$ cat src/logic/gpio_params.svh
// Register offsets, field positions, mode codes and reset values of the GPIO block
`ifndef GPIO_PARAMS_SVH
`define GPIO_PARAMS_SVH

// Register offsets
`define ADDR_GPIO0_MODE      8'h0D
`define ADDR_GPIO1_2_MODE    8'h0E
`define ADDR_GPIO3_MODE      8'h0F
`define ADDR_REG_GPIO5_6     8'h10
`define ADDR_REG_GPIO7_8     8'h11
`define ADDR_IN_LEVELS_LOW   8'h1C
`define ADDR_IN_LEVELS_HIGH  8'h1D

// Mode codes of one 4-bit field
`define CODE_OUT_LOW         4'h1
`define CODE_INPUT_FWD       4'h3
`define CODE_BACK_OUT        4'h5
`define CODE_OUT_HIGH        4'h9

// Reset value of every mode register: all pins idle
`define MODE_RESET           8'h00

// Field positions
`define FIELD_LO             3:0
`define FIELD_HI             7:4

`endif

$ cat src/logic/gpio_pkg.sv
// Types shared by the GPIO block
package gpio_pkg;

    // One register access from the local or the remote side
    typedef struct packed {
        logic       rd;
        logic       wr;
        logic [7:0] addr;
        logic [7:0] wdata;
    } reg_req_type;

    // Pin control decoded from one mode field
    typedef struct packed {
        logic drive;
        logic level;
        logic sample;
        logic back;
    } pin_ctl_type;

    // Whole state of the GPIO block
    typedef struct packed {
        logic [7:0] mode0;
        logic [7:0] mode12;
        logic [7:0] mode3;
        logic [7:0] mode56;
        logic [7:0] mode78;
        logic [3:0] bc_gpio;
        logic [3:0] gpio_out;
        logic [3:0] gpio_oe;
        logic [3:0] reg_out;
        logic [3:0] reg_oe;
        logic [3:0] fc_gpio;
        logic [3:0] audio;
        logic [1:0] aux;
        logic       irq_mirror;
        logic [7:0] local_rdata;
        logic [7:0] remote_rdata;
    } gpio_state_type;

endpackage : gpio_pkg

$ cat src/logic/sync_2ff.sv
// Two flip-flop synchroniser for a vector of pin levels
`timescale 1ns/1ns
module sync_2ff #(
    parameter int WIDTH = 4
) (
    // Clock and reset
    input  wire logic             clk_sys_i,
    input  wire logic             reset_n_i,
    // Levels
    input  wire logic [WIDTH-1:0] async_i,
    output logic      [WIDTH-1:0] sync_o
);
    // A zero-width vector cannot be synchronised
    if (WIDTH < 1) begin : g_check
        $error("sync_2ff needs a width of at least one");
    end

    typedef struct packed {
        logic [WIDTH-1:0] stage1;
        logic [WIDTH-1:0] stage2;
    } sync_state_type;

    sync_state_type state_reg;
    sync_state_type state_next;

    // Stage one feeds stage two only
    always_comb begin
        state_next.stage1 = async_i;
        state_next.stage2 = state_reg.stage1;
    end

    // Synchronous reset to all zero
    always_ff @(posedge clk_sys_i) begin
        if (!reset_n_i) begin
            state_reg <= '0;
        end else begin
            state_reg <= state_next;
        end
    end

    assign sync_o = state_reg.stage2;
endmodule : sync_2ff

$ cat src/logic/gpio_link.sv
// Link and register GPIOs with remote interrupt mirror
`timescale 1ns/1ns
`include "gpio_params.svh"
module gpio_link #(
    parameter int N_LINK_GPIO = 4,
    parameter int N_REG_GPIO  = 4
) (
    // Clock and reset
    input  wire logic                 clk_sys_i,
    input  wire logic                 reset_n_i,
    // Register access, local and over the control channel
    input  wire gpio_pkg::reg_req_type local_req_i,
    input  wire gpio_pkg::reg_req_type remote_req_i,
    output logic [7:0]                local_rdata_o,
    output logic [7:0]                remote_rdata_o,
    // Serial link state and back channel
    input  wire logic                 link_up_i,
    input  wire logic                 bc_frame_valid_i,
    input  wire logic                 bc_crc_ok_i,
    input  wire logic [3:0]           bc_gpio_i,
    input  wire logic                 far_side_irq_input_i,
    // Forward channel payload GPIO bits
    output logic [3:0]                fc_gpio_o,
    // Remote interrupt pin
    output logic                      remote_irq_mirror_out_o,
    // Link GPIO pins
    input  wire logic [3:0]           gpio_in_i,
    output logic [3:0]                gpio_out_o,
    output logic [3:0]                gpio_oe_o,
    // Register GPIO pins shared with audio serial inputs
    input  wire logic [3:0]           reg_gpio_in_i,
    output logic [3:0]                reg_gpio_out_o,
    output logic [3:0]                reg_gpio_oe_o,
    output logic [3:0]                audio_data_o,
    // Auxiliary audio on link pins 1 and 0
    input  wire logic                 aux_audio_en_i,
    output logic [1:0]                aux_audio_o
);
    // Logic is written for exactly four pins of each kind
    if (N_LINK_GPIO != 4 || N_REG_GPIO != 4) begin : g_check
        $error("gpio_link supports four link and four register GPIOs only");
    end

    gpio_pkg::gpio_state_type state_reg;
    gpio_pkg::gpio_state_type state_next;
    logic [3:0] gpio_sync;
    logic [3:0] reg_sync;

    // Pin levels come from outside the clock domain
    sync_2ff #(.WIDTH(4)) u_sync_gpio (
        .clk_sys_i (clk_sys_i),
        .reset_n_i (reset_n_i),
        .async_i   (gpio_in_i),
        .sync_o    (gpio_sync)
    );

    sync_2ff #(.WIDTH(4)) u_sync_reg (
        .clk_sys_i (clk_sys_i),
        .reset_n_i (reset_n_i),
        .async_i   (reg_gpio_in_i),
        .sync_o    (reg_sync)
    );

    // Decode one mode field; back channel only exists on link pins
    function automatic gpio_pkg::pin_ctl_type decode(input logic [3:0] code,
                                                     input logic       link_pin);
        gpio_pkg::pin_ctl_type c;
        c = '0;
        case (code)
            `CODE_OUT_LOW:   c.drive = 1'b1;
            `CODE_OUT_HIGH:  begin
                c.drive = 1'b1;
                c.level = 1'b1;
            end
            `CODE_INPUT_FWD: c.sample = 1'b1;
            `CODE_BACK_OUT:  begin
                c.drive = link_pin;
                c.back  = link_pin;
            end
            default:         c = '0;
        endcase
        return c;
    endfunction : decode

    // Mode fields gathered per pin
    logic [3:0][3:0] link_code;
    logic [3:0][3:0] reg_code;
    always_comb begin
        link_code[0] = state_reg.mode0[`FIELD_LO];
        link_code[1] = state_reg.mode12[`FIELD_LO];
        link_code[2] = state_reg.mode12[`FIELD_HI];
        link_code[3] = state_reg.mode3[`FIELD_LO];
        reg_code[0]  = state_reg.mode56[`FIELD_LO];
        reg_code[1]  = state_reg.mode56[`FIELD_HI];
        reg_code[2]  = state_reg.mode78[`FIELD_LO];
        reg_code[3]  = state_reg.mode78[`FIELD_HI];
    end

    // Input levels masked by input mode
    logic [3:0] link_in_lvl;
    logic [3:0] reg_in_lvl;
    always_comb begin
        gpio_pkg::pin_ctl_type lc;
        gpio_pkg::pin_ctl_type rc;
        lc = '0;
        rc = '0;
        for (int i = 0; i < 4; i++) begin
            lc             = decode(link_code[i], 1'b1);
            rc             = decode(reg_code[i], 1'b0);
            link_in_lvl[i] = gpio_sync[i] & lc.sample;
            reg_in_lvl[i]  = reg_sync[i] & rc.sample;
        end
    end

    // Register read mux, reserved bits read zero
    function automatic logic [7:0] read_reg(input logic [7:0] addr);
        case (addr)
            `ADDR_GPIO0_MODE:     return state_reg.mode0;
            `ADDR_GPIO1_2_MODE:   return state_reg.mode12;
            `ADDR_GPIO3_MODE:     return state_reg.mode3;
            `ADDR_REG_GPIO5_6:    return state_reg.mode56;
            `ADDR_REG_GPIO7_8:    return state_reg.mode78;
            `ADDR_IN_LEVELS_LOW:  return {reg_in_lvl[2:0], 1'b0, link_in_lvl};
            `ADDR_IN_LEVELS_HIGH: return {7'h00, reg_in_lvl[3]};
            default:              return 8'h00;
        endcase
    endfunction : read_reg

    // Next state of the whole block
    always_comb begin
        gpio_pkg::pin_ctl_type c;
        gpio_pkg::reg_req_type req;
        c = '0;
        req = '0;
        state_next = state_reg;
        // Remote first so a same-cycle local write wins
        for (int p = 0; p < 2; p++) begin
            req = (p == 0) ? remote_req_i : local_req_i;
            if (req.wr) begin
                case (req.addr)
                    `ADDR_GPIO0_MODE:   state_next.mode0  = req.wdata;
                    `ADDR_GPIO1_2_MODE: state_next.mode12 = req.wdata;
                    `ADDR_GPIO3_MODE:   state_next.mode3  = req.wdata;
                    `ADDR_REG_GPIO5_6:  state_next.mode56 = req.wdata;
                    `ADDR_REG_GPIO7_8:  state_next.mode78 = req.wdata;
                    default:            ;
                endcase
            end
        end
        // Read data registered; holds between reads
        if (local_req_i.rd) begin
            state_next.local_rdata = read_reg(local_req_i.addr);
        end
        if (remote_req_i.rd) begin
            state_next.remote_rdata = read_reg(remote_req_i.addr);
        end
        // Only checked frames update the back-channel bits
        if (bc_frame_valid_i && bc_crc_ok_i) begin
            state_next.bc_gpio = bc_gpio_i;
        end
        // Link pins: local output, back-channel output or forward input
        for (int i = 0; i < 4; i++) begin
            c = decode(link_code[i], 1'b1);
            state_next.gpio_oe[i]  = c.drive;
            state_next.gpio_out[i] = c.back ? state_reg.bc_gpio[i] : c.level;
            state_next.fc_gpio[i]  = c.sample & gpio_sync[i];
        end
        // Aux audio owns pins 1 and 0 while enabled
        if (aux_audio_en_i) begin
            state_next.gpio_oe[1:0]  = 2'b00;
            state_next.gpio_out[1:0] = 2'b00;
            state_next.fc_gpio[1:0]  = 2'b00;
            state_next.aux           = gpio_sync[1:0];
        end else begin
            state_next.aux = 2'b00;
        end
        // Register pins stay local, never forwarded
        for (int i = 0; i < 4; i++) begin
            c = decode(reg_code[i], 1'b0);
            state_next.reg_oe[i]  = c.drive;
            state_next.reg_out[i] = c.level;
            // Any valid GPIO mode cuts the audio input
            state_next.audio[i] = (c.drive | c.sample) ? 1'b0 : reg_sync[i];
        end
        // Mirror is a plain level, high while unlinked
        state_next.irq_mirror = link_up_i ? far_side_irq_input_i : 1'b1;
    end

    // Reset stands for power-down: idle pins, released interrupt
    always_ff @(posedge clk_sys_i) begin
        if (!reset_n_i) begin
            state_reg            <= '0;
            state_reg.mode0      <= `MODE_RESET;
            state_reg.mode12     <= `MODE_RESET;
            state_reg.mode3      <= `MODE_RESET;
            state_reg.mode56     <= `MODE_RESET;
            state_reg.mode78     <= `MODE_RESET;
            state_reg.irq_mirror <= 1'b1;
        end else begin
            state_reg <= state_next;
        end
    end

    // Outputs straight from state flops
    assign local_rdata_o           = state_reg.local_rdata;
    assign remote_rdata_o          = state_reg.remote_rdata;
    assign fc_gpio_o               = state_reg.fc_gpio;
    assign remote_irq_mirror_out_o = state_reg.irq_mirror;
    assign gpio_out_o              = state_reg.gpio_out;
    assign gpio_oe_o               = state_reg.gpio_oe;
    assign reg_gpio_out_o          = state_reg.reg_out;
    assign reg_gpio_oe_o           = state_reg.reg_oe;
    assign audio_data_o            = state_reg.audio;
    assign aux_audio_o             = state_reg.aux;

    logic no_wr;
    assign no_wr = !local_req_i.wr && !remote_req_i.wr;
endmodule : gpio_link

$ cat config.mk
export PLATFORM = sky130hd
export DESIGN_NAME = gpio_link
export DESIGN_NICKNAME = d
export VERILOG_FILES = /design/src/logic/gpio_pkg.sv /design/src/logic/sync_2ff.sv /design/src/logic/gpio_link.sv
export VERILOG_INCLUDE_DIRS = /design/src /design/src/logic
export SDC_FILE = /design/constraint.sdc
export NUM_CORES = 1
export LEC_CHECK = 0
export ABC_AREA = 1
export BUFFER_PORTS_ARGS = -buffer_cell sky130_fd_sc_hd__buf_2
export CAP_MARGIN = 10
export CORE_ASPECT_RATIO = 1.25
export CORE_UTILIZATION = 45
export CTS_CLUSTER_SIZE = 14
export DETAILED_ROUTE_END_ITERATION = 16
export PLACE_DENSITY = 0.75
export SLEW_MARGIN = 15
export SYNTH_ARGS = -nofsm -noshare
export SYNTH_HDL_FRONTEND = slang
export SYNTH_SLANG_ARGS = --single-unit
$ cat constraint.sdc
create_clock -name clk_sys_i -period 2.4 [get_ports clk_sys_i]
set_input_delay 0.12 -clock clk_sys_i [delete_from_list [all_inputs] [get_ports clk_sys_i]]
set_output_delay 0.12 -clock clk_sys_i [all_outputs]
set_load 0.01 [all_outputs]
# Word level (Yosys, flattened, before mapping)
# Index checks and enable logic that the tools add are counted.
dict set report word_totals {
  regBits 103
  in_bits 55
  word_cells 143
}
dict set report op_classes {
  n_eq_ne 42
  muxes 46
  n_bitwise 13
  reduce_logical 16
}
# cell count
set ops {}
lappend ops {{$pmux 8 s7} 2}
lappend ops {{$mux 40} 2}
lappend ops {{$mux 8} 10}
lappend ops {{$eq 8x5->1 const B} 8}
lappend ops {{$eq 8x4->1 const B} 6}
lappend ops {{$eq 4x1->1 const B} 8}
lappend ops {{$eq 4x2->1 const B} 8}
lappend ops {{$eq 4x4->1 const B} 8}
lappend ops {{$mux 1} 32}
lappend ops {{$reduce_or 2->1} 9}
lappend ops {{$eq 4x3->1 const B} 4}
lappend ops {{$reduce_or 3->1} 4}
lappend ops {{$and 1x1->1} 8}
lappend ops {{$or 1x1->1} 4}
lappend ops {{$reduce_and 2->1} 2}
lappend ops {{$logic_and 1x1->1} 1}
lappend ops {{$not 1->1} 1}

# Longest topological paths before layout
# Gate-level depths: netlist (run 1).
dict set report logic_depth {
  ltp_word 5
  depth_mapped 10
  mapped_depth_nobuf 10
}

# Cells and area by module
# Synthesis (run 1) repeated with hierarchy kept, for this count alone.
dict set report hier_totals {
  hier_cells 813
  hier_area_um2 5746.8
}
# mod n_inst cells_per_inst area_each_um2 seq_area_each_um2
set modules_own_cells {}
lappend modules_own_cells {gpio_link 1 763 5296.3 1741.7}
lappend modules_own_cells {sync_2ff 2 25 225.2 160.2}

# Least setup slack after synthesis (run 1)
# No wires, ideal clock.
dict set report synth_path {
  path_kind {input to register}
  start {input remote_req_i[13] in the netlist's numbering}
  end {register state_reg (netlist bit reg_code[4])}
  setup_ns 0.140
  arrival_ns 0.989
  t_required_ns 2.260
  slack_ns 1.271
  path_stages 9
  path_buffers 1
  path_cell_list {inv_2 -> nand2_1 -> nor2_8 -> nand2_4 -> nor2_8 -> buf_6 -> nand2_1 -> o211ai_1 -> a21oi_1}
}
dict set report synth_via {
  elab_chain_cells 5
}
# element line
set synth_lines {}
lappend synth_lines {{start: declaration} gpio_link.sv:13} ;# input wire gpio_pkg::reg_req_type remote_req_i,
lappend synth_lines {{$eq 8x5->1 *} gpio_link.sv:140} ;# case (req.addr)
lappend synth_lines {{$mux 8 *} gpio_link.sv:140}
lappend synth_lines {{$mux 40 *} gpio_link.sv:139} ;# if (req.wr) begin
lappend synth_lines {{$mux 8} gpio_link.sv:140}
lappend synth_lines {{$mux 40 *} gpio_link.sv:139}
lappend synth_lines {{end signal: assignment} gpio_link.sv:200} ;# state_reg <= state_next;
lappend synth_lines {{end: declaration} gpio_link.sv:44} ;# gpio_pkg::gpio_state_type state_reg;
# Mark *: on every way between the ends. The rest lies on a longest branch, timed or not.
# A chain may end at the register's enable or synchronous reset.

# Worst setup path in the final report (run 1)
dict set report layout_path {
  start {register state_reg (netlist bit link_code[0])}
  end {register state_reg (netlist bit local_rdata_o[0])}
}
dict set report layout_via {
  elab_chain_cells 4
}
# element line
set layout_lines {}
lappend layout_lines {{$eq 4x2->1} gpio_link.sv:69} ;# case (code)
lappend layout_lines {{$mux 1} gpio_link.sv:69}
lappend layout_lines {{$and 1x1->1} gpio_link.sv:110} ;# link_in_lvl[i] = gpio_sync[i] & lc.sample;
lappend layout_lines {{$pmux 8 s7 *} gpio_link.sv:117} ;# case (addr)
# Marks and branches as above.

==> run metrics, run 1 <==
register cell area after layout 2060 sq um; fmax 650 MHz; io pins 98; Post-CTS Setup Repair Bufs 0; reg2reg end local_rdata_o[0]; WHS around 20 ps; crit path launch type flop; relative slew slack 0.618; PD cells 553 nW/um^2; worst path arrival time between 1500 and 2000 ps; Leak Pwr 3.21 nW; fin. max-slew vios 0; setup ws final 861 ps; depth of the CTS H-tree 3; worst-case clock buffer depth 2; synthesized area approximately 5800 sq um; max_cap viols 0; EDFF count, synth 0; YS warnings 0; Synth-to-Final Area Change 10.8%; height of the die approximately 130 microns; hold crit path type in -> reg; Final #Nets 923; Setup CP Type reg -> reg; Initial Util 0.460; ANT nets after route 0; layout cells sized above 1 0.213; Worst-Skew Late Latency roughly 350 ps; FF-to-FF Start link_code[0]; commonest non-fill, non-tap cells in the layout nand2_1 (160), dfxtp_1 (103), nor2_1 (102); hold path startpoint bc_gpio_i[1]; Hold Path Depth 3; gp weighted congestion around 0.89; worst slew pin tran 572 ps; Fillers 1297; GRT Util Overall 0.238; Final min period 1540 ps; CTS Sinks ~100; final setup vio count 0; final routed DRC violation total 0; Clock Root Buffer clkbuf_16; Post-synth top flop dfxtp_1; Post-Syn Area per Cell around 7.1 sq um; num rows 46; total wire length 15600 microns; initial antenna violation count 0; Max FO, Critical Path 5; PortBufs 97; Iter 0 DRT Violations 470; ANT cells 0; via/cell ratio 5.20; status complete, no violations; RSZ-0062 raised after global routing no; placed insts 1015; register bit total from synthesis 103; first-pass GRT wire length 24700 microns; pre-CTS setup slack 681 ps; GR Overflow Total 0; period utilisation layout 0.641; flop-to-flop setup slack 860 ps; first-pass detailed-route iteration total 5; placed inst area approximately 6000 sq um; area of the multi-input gates roughly 2800 sq um; Unique masters post-synth 36; setup_tns 0 ps; Critical Path RT between 2000 and 3000 ps; routed len/inst 15.0 microns; final hold vios 0; TritonCTS clock tree built; Worst IR Drop VDD about 350 uV; core area 12700 sq um; worst hold endpoint state_reg[44]; most common cell after layout, fill and taps aside nand2_1; vias in the first global route 4802; TritonCTS Buffers 9; sequential share of the synthesized area 0.354; final cell count without fillers 1041; Crit. End Element flop; Final Cell Area 6450 sq um; dpl hpwl 11600 microns; clock slew at reported path FFs 80 ps; Die Wd 104 microns; Clock Skew 5.98 ps; Syn Nets 875; vias 5408; Synth async-reset ratio 0; Mapped Cells 820; DIE AREA 13400 sq um; Reg2Reg Depth 8; largest net degree at the start of global routing 50
## per-layer routing
| layer | vias up | share of wire | track usage |
|---|---|---|---|
| met5 | - | 0 | 0 |
| met4 | 0 | 0.051 | 0.132 |
| li1 | 2700 | - | - |
| met3 | 50 | 0.067 | 0.0402 |
| met2 | 215 | 0.46 | 0.394 |
| met1 | 2443 | 0.42 | 0.296 |
## power by group
part / leakage [nW] / switching [W] / internal [W] / total, W
logic: 2.23 / 0.000186 / 0.0000890 / 0.000275
registers: 0.834 / 0.0000116 / 0.00173 / 0.00174
clock network: 0.148 / 0.000713 / 0.000834 / 0.00155
## synth_stat cells (2+ instances only)
cell	number	area, sq um
nand2_1	160	601
dfxtp_1	103	2060
o21ai_1	21	105
nor2_8	8	160
buf_2	4	20.0
nor2_1	102	383
o21ai_0	27	135
and3_1	3	18.8
a21oi_1	36	180
o21bai_1	7	52.6
nor3_1	14	70.1
inv_1	90	338
a21oi_2	8	70.1
nand3_4	3	52.6
nor2_2	2	12.5
nand3_1	79	395
a31oi_1	3	18.8
nand3_2	4	40.0
buf_4	50	375
inv_2	10	37.5
clkbuf_1	14	52.6
nand2_2	8	50.1
nand2_4	6	67.6
o211ai_2	11	138
o211ai_1	10	75.1
nand4_1	18	113
buf_6	4	45.0
nor2_4	7	78.8
## stage by stage
stage / power (W) / utilization
2_1_floorplan: 0.00194 / -
3_3_place_gp: 0.00204 / 0.476
3_5_place_dp: 0.00204 / 0.476
4_1_cts: 0.00358 / 0.509
5_1_grt: 0.00368 / 0.509
6_report: 0.00356 / 0.509
## layout make-up
class                           instances  share of cell area
Clock buffer                            9              0.0349
Clock inverter                          7              0.0144
Inverter                              102              0.0615
Multi-Input combinational cell        541               0.441
Sequential cell                       103               0.320
Tap cell                              168              0.0326
Timing Repair Buffer                  111              0.0955
## worst max-delay path by stage
stage / endpoint / cells after the start / start
after floorplan: reg_code[4] / 9 / remote_req_i[13]
after global placement: link_code[8] / 7 / local_req_i[14]
after detailed placement: link_code[8] / 7 / local_req_i[12]
after CTS: local_rdata_o[0] / 8 / link_code[0]
after global routing: local_rdata_o[0] / 8 / link_code[0]
final: local_rdata_o[0] / 8 / link_code[0]
## kinds of logic (layout without fill, tap and decap cells)
family / Yosys count / after routing / share of synthesized area
AOI/OAI and AO/OA: 125 / 125 / 0.136
buffers and inverters: 176 / 229 / 0.157
DFF: 103 / 103 / 0.354
and+or+nand+nor: 416 / 416 / 0.353
## worst max-delay path, cell delays in order (launching register included)
cell,delay (ps)
dfxtp_1,530
nand3_1,230
nor2_1,250
nand3_1,100
nand2_1,90
nor2_1,40
nand2_1,70
nand2_1,50
a21oi_1,110
## timing repair
action,in CTS,in global routing
endpoints found under the hold margin,9,0
resized for setup,0,0
hold buffers,10,0
endpoints found under the setup margin,0,0
Note: power is estimated with default switching activity, not from simulation.
==> run 2, diff against run 1 <==
ABC_AREA = 0   (was 1)
PLACE_DENSITY = 0.79   (was 0.75)
clock period = 1.4 ns   (was 2.4 ns; I/O delays follow)
==> run 2 against run 1 <==
Compared with the run above:
- the run now ends with negative setup slack left
- sequential power increased by 71%
- maximum frequency increased by 7.1%
- critical path depth decreased by 2
- highest routed layer unchanged
==> run metrics, run 2 <==
status complete, but fails checks; failing checks negative setup slack; io pins 98 (unchanged); clock slew at reported path FFs 80 ps (about the same); layout cells sized above 1 0.362 (+0.149); Mapped Cells 582 (-29%); Synth top area share 0.401 (+0.0473); Initial Util 0.463 (+0.00364); Leak Pwr 3.06 nW (-4.5%); num rows 43 (-6.5%); height of the die 121 microns (-6.0%); most common cell after layout, fill and taps aside buf_4; initial antenna violation count 0 (unchanged); total wire length 17200 microns (+9.6%); vias 5055 (-6.5%); register bit total from synthesis 103 (unchanged); gp weighted congestion 0.921 (+3.3%); Pint 0.00445 W (+68%); crit path launch type flop; EDFF count, synth 0 (unchanged); clock network fraction of total power 0.409 (-0.025); max_cap viols 0 (unchanged); dpl hpwl 13000 microns (+12%); Hold Path Depth 3 (unchanged); worst-case clock buffer depth 2 (unchanged); final routed DRC violation total 0 (unchanged); Worst-Skew Late Latency 350 ps (about the same); core area 11100 sq um (-12%); WHS 26.4 ps (+6.31 ps); Sw Ratio 0.256 (+0.000696); sequential share of power 0.497 (+0.008); worst hold endpoint state_reg[46]; Crit. End Element flop; final hold vios 0 (unchanged); TritonCTS Buffers 9 (unchanged); GR Overflow Total 0 (unchanged); hold crit path type in -> reg; routed len/inst 19.5 microns (+30%); PortBufs 97 (unchanged); Synth async-reset ratio 0 (unchanged); most instantiated library cell after synthesis dfxtp_1; first-pass detailed-route iteration total 5 (unchanged); sequential share of the synthesized area 0.401 (+0.0473); ANT nets after route 0 (unchanged); Final #Nets 794 (-14%); FF-to-FF Start link_code[15]; switching power 0.00153 W (+69%); chain of cells forming the critical path nand4b_1 -> nor2_1 -> buf_4 -> nand2_4 -> a2111oi_4 -> a211o_1; reg2reg end remote_rdata_o[3]; Die Wd 97.6 microns (-6.0%); CTS Sinks 103 (unchanged); Reg2Reg Depth 6 (-2); fin. max-slew vios 0 (unchanged); DIE AREA 11800 sq um (-12%); Post-Syn Area per Cell 8.83 sq um (+24%); commonest non-fill, non-tap cells in the layout buf_4 (99), dfxtp_1 (98), buf_2 (97); Final min period 1440 ps (-102 ps); GRT Util Overall 0.291 (+0.0538); largest net degree at the start of global routing 65 (+30%); combinational fraction of design power 0.094 (+0.017); Clock Skew 10.7 ps (+4.70 ps); worst slew pin tran 399 ps (-173 ps); via/cell ratio 5.75 (+11%); Post-synth top flop dfxtp_1; final setup vio count 1 (+1); top cell types by occurrence after synthesis dfxtp_1 (103), a21oi_1 (63), o21ai_0 (62), nand2_1 (50), mux2i_1 (47); depth of the CTS H-tree 3 (unchanged); CP max stage cell dfxtp_2; Worst IR Drop VDD 569 uV (+64%); Setup CP Type reg -> reg; PD cells 878 nW/um^2 (+59%); hold path startpoint bc_crc_ok_i; pre-CTS setup slack -253 ps (-934 ps); ANT cells 0 (unchanged); Power Total 0.00599 W (+68%); Syn Nets 637 (-27%); TritonCTS clock tree built; vias in the first global route 4831 (+0.60%); setup ws final -37.2 ps (-898 ps); worst path arrival time 1740 ps (-80 ps); Clock Root Buffer clkbuf_16; flop-to-flop setup slack -40 ps (-900 ps); synthesized area 5140 sq um (-12%); relative slew slack 0.734 (+0.115); Synth-to-Final Area Change 32.7%; first-pass GRT wire length 26400 microns (+6.9%); period utilisation layout 1.03 (+0.385); YS warnings 0 (unchanged); Max FO, Critical Path 2 (-3); post-synth top area cell dfxtp_1; Iter 0 DRT Violations 364 (-23%); Crit path largest cell delay 320 ps (-210 ps); fmax 696 MHz (+7.1%); RSZ-0062 raised after global routing yes; Unique masters post-synth 55 (+53%); largest cells by area after synthesis dfxtp_1 (40%), mux2i_1 (9.2%), buf_4 (6.4%), a21oi_1 (6.1%), o21ai_0 (6.0%); Critical Path RT 1700 ps (-990 ps)
[run 2: changes by cell type after synthesis, sizes merged, moves of 21 or more]
cell    change
and2       +22
inv        -97
mux2i      +47
nand2     -123
nand3      -68
nor2       -99
o211ai     -21
[run 2: cell families (layout without fill, tap and decap cells)]
family                 after synthesis  count (layout)  synth area share
multiplexers                        60              60             0.120
AO/OA/AOI/OAI                      165             165             0.191
buffers and inverters               74             236            0.0884
flip-flops                         103             103             0.401
AND/OR/NAND/NOR                    180             180             0.200
[run 2: worst max-delay path by stage]
stage	end	slack (ps)	startpoint	cells past startpoint
final	remote_rdata_o[3]	-40	link_code[15]	6
after global routing	remote_rdata_o[3]	-80	link_code[15]	6
after CTS	remote_rdata_o[3]	-20	link_code[15]	6
after detailed placement	reg_code[14]	-250	remote_req_i[9]	7
after global placement	reg_code[8]	-210	remote_req_i[9]	7
after floorplan	reg_code[10]	-180	remote_req_i[9]	6
[run 2: metal layers]
metal,vias up,part of all wire,GRT usage
li1,2401,-,-
met1,2396,0.42,0.373
met2,209,0.47,0.472
met3,49,0.066,0.0472
met4,0,0.046,0.152
met5,-,0,0
[run 2: power by group through the flow]
stage / Combinational [W] / Clock, W / Sequential [W]
after detailed placement: 0.000507 / 0 / 0.00305
final: 0.000562 / 0.00245 / 0.00298
after floorplan: 0.000221 / 0 / 0.00304
after global routing: 0.000606 / 0.00261 / 0.00298
after global placement: 0.000498 / 0 / 0.00305
after CTS: 0.000543 / 0.00248 / 0.00298
[run 2: cell type report]
class,count,area (sq um)
Clock buffer,9,225
Clock inverter,7,66.3
Fill cell,933,4270
Inverter,3,11.3
Multi-Input combinational cell,405,2790
Sequential cell,103,2070
Tap cell,135,169
Timing Repair Buffer,217,1490
[run 2: what timing repair did]
| action | in CTS | in global routing |
|---|---|---|
| setup endpoints to repair | 9 | 12 |
| pin swaps | 3 | 11 |
| hold endpoints to repair | 14 | 0 |
| gates cloned | 0 | 0 |
| gates resized for setup | 9 | 27 |
| hold buffers | 15 | 0 |
| setup buffers | 1 | 4 |
[run 2: critical path: cells and delay by family, from the launching register on]
kind | cells | cell delay [ps]
flip-flops | 1 | 320
buffers and inverters | 1 | 160
AO/OA/AOI/OAI | 2 | 420
AND/OR/NAND/NOR | 3 | 490
[run 2: metrics by stage]
stage,area (sq um),utilization,setup TNS [ps],cells
4_1_cts,6680,0.603,-21.8,875
2_1_floorplan,5180,-,-1680,582
3_3_place_gp,6200,0.560,-6170,843
5_1_grt,6820,0.615,-166,879
6_report,6820,0.615,-37.2,879
3_5_place_dp,6200,0.560,-7770,843
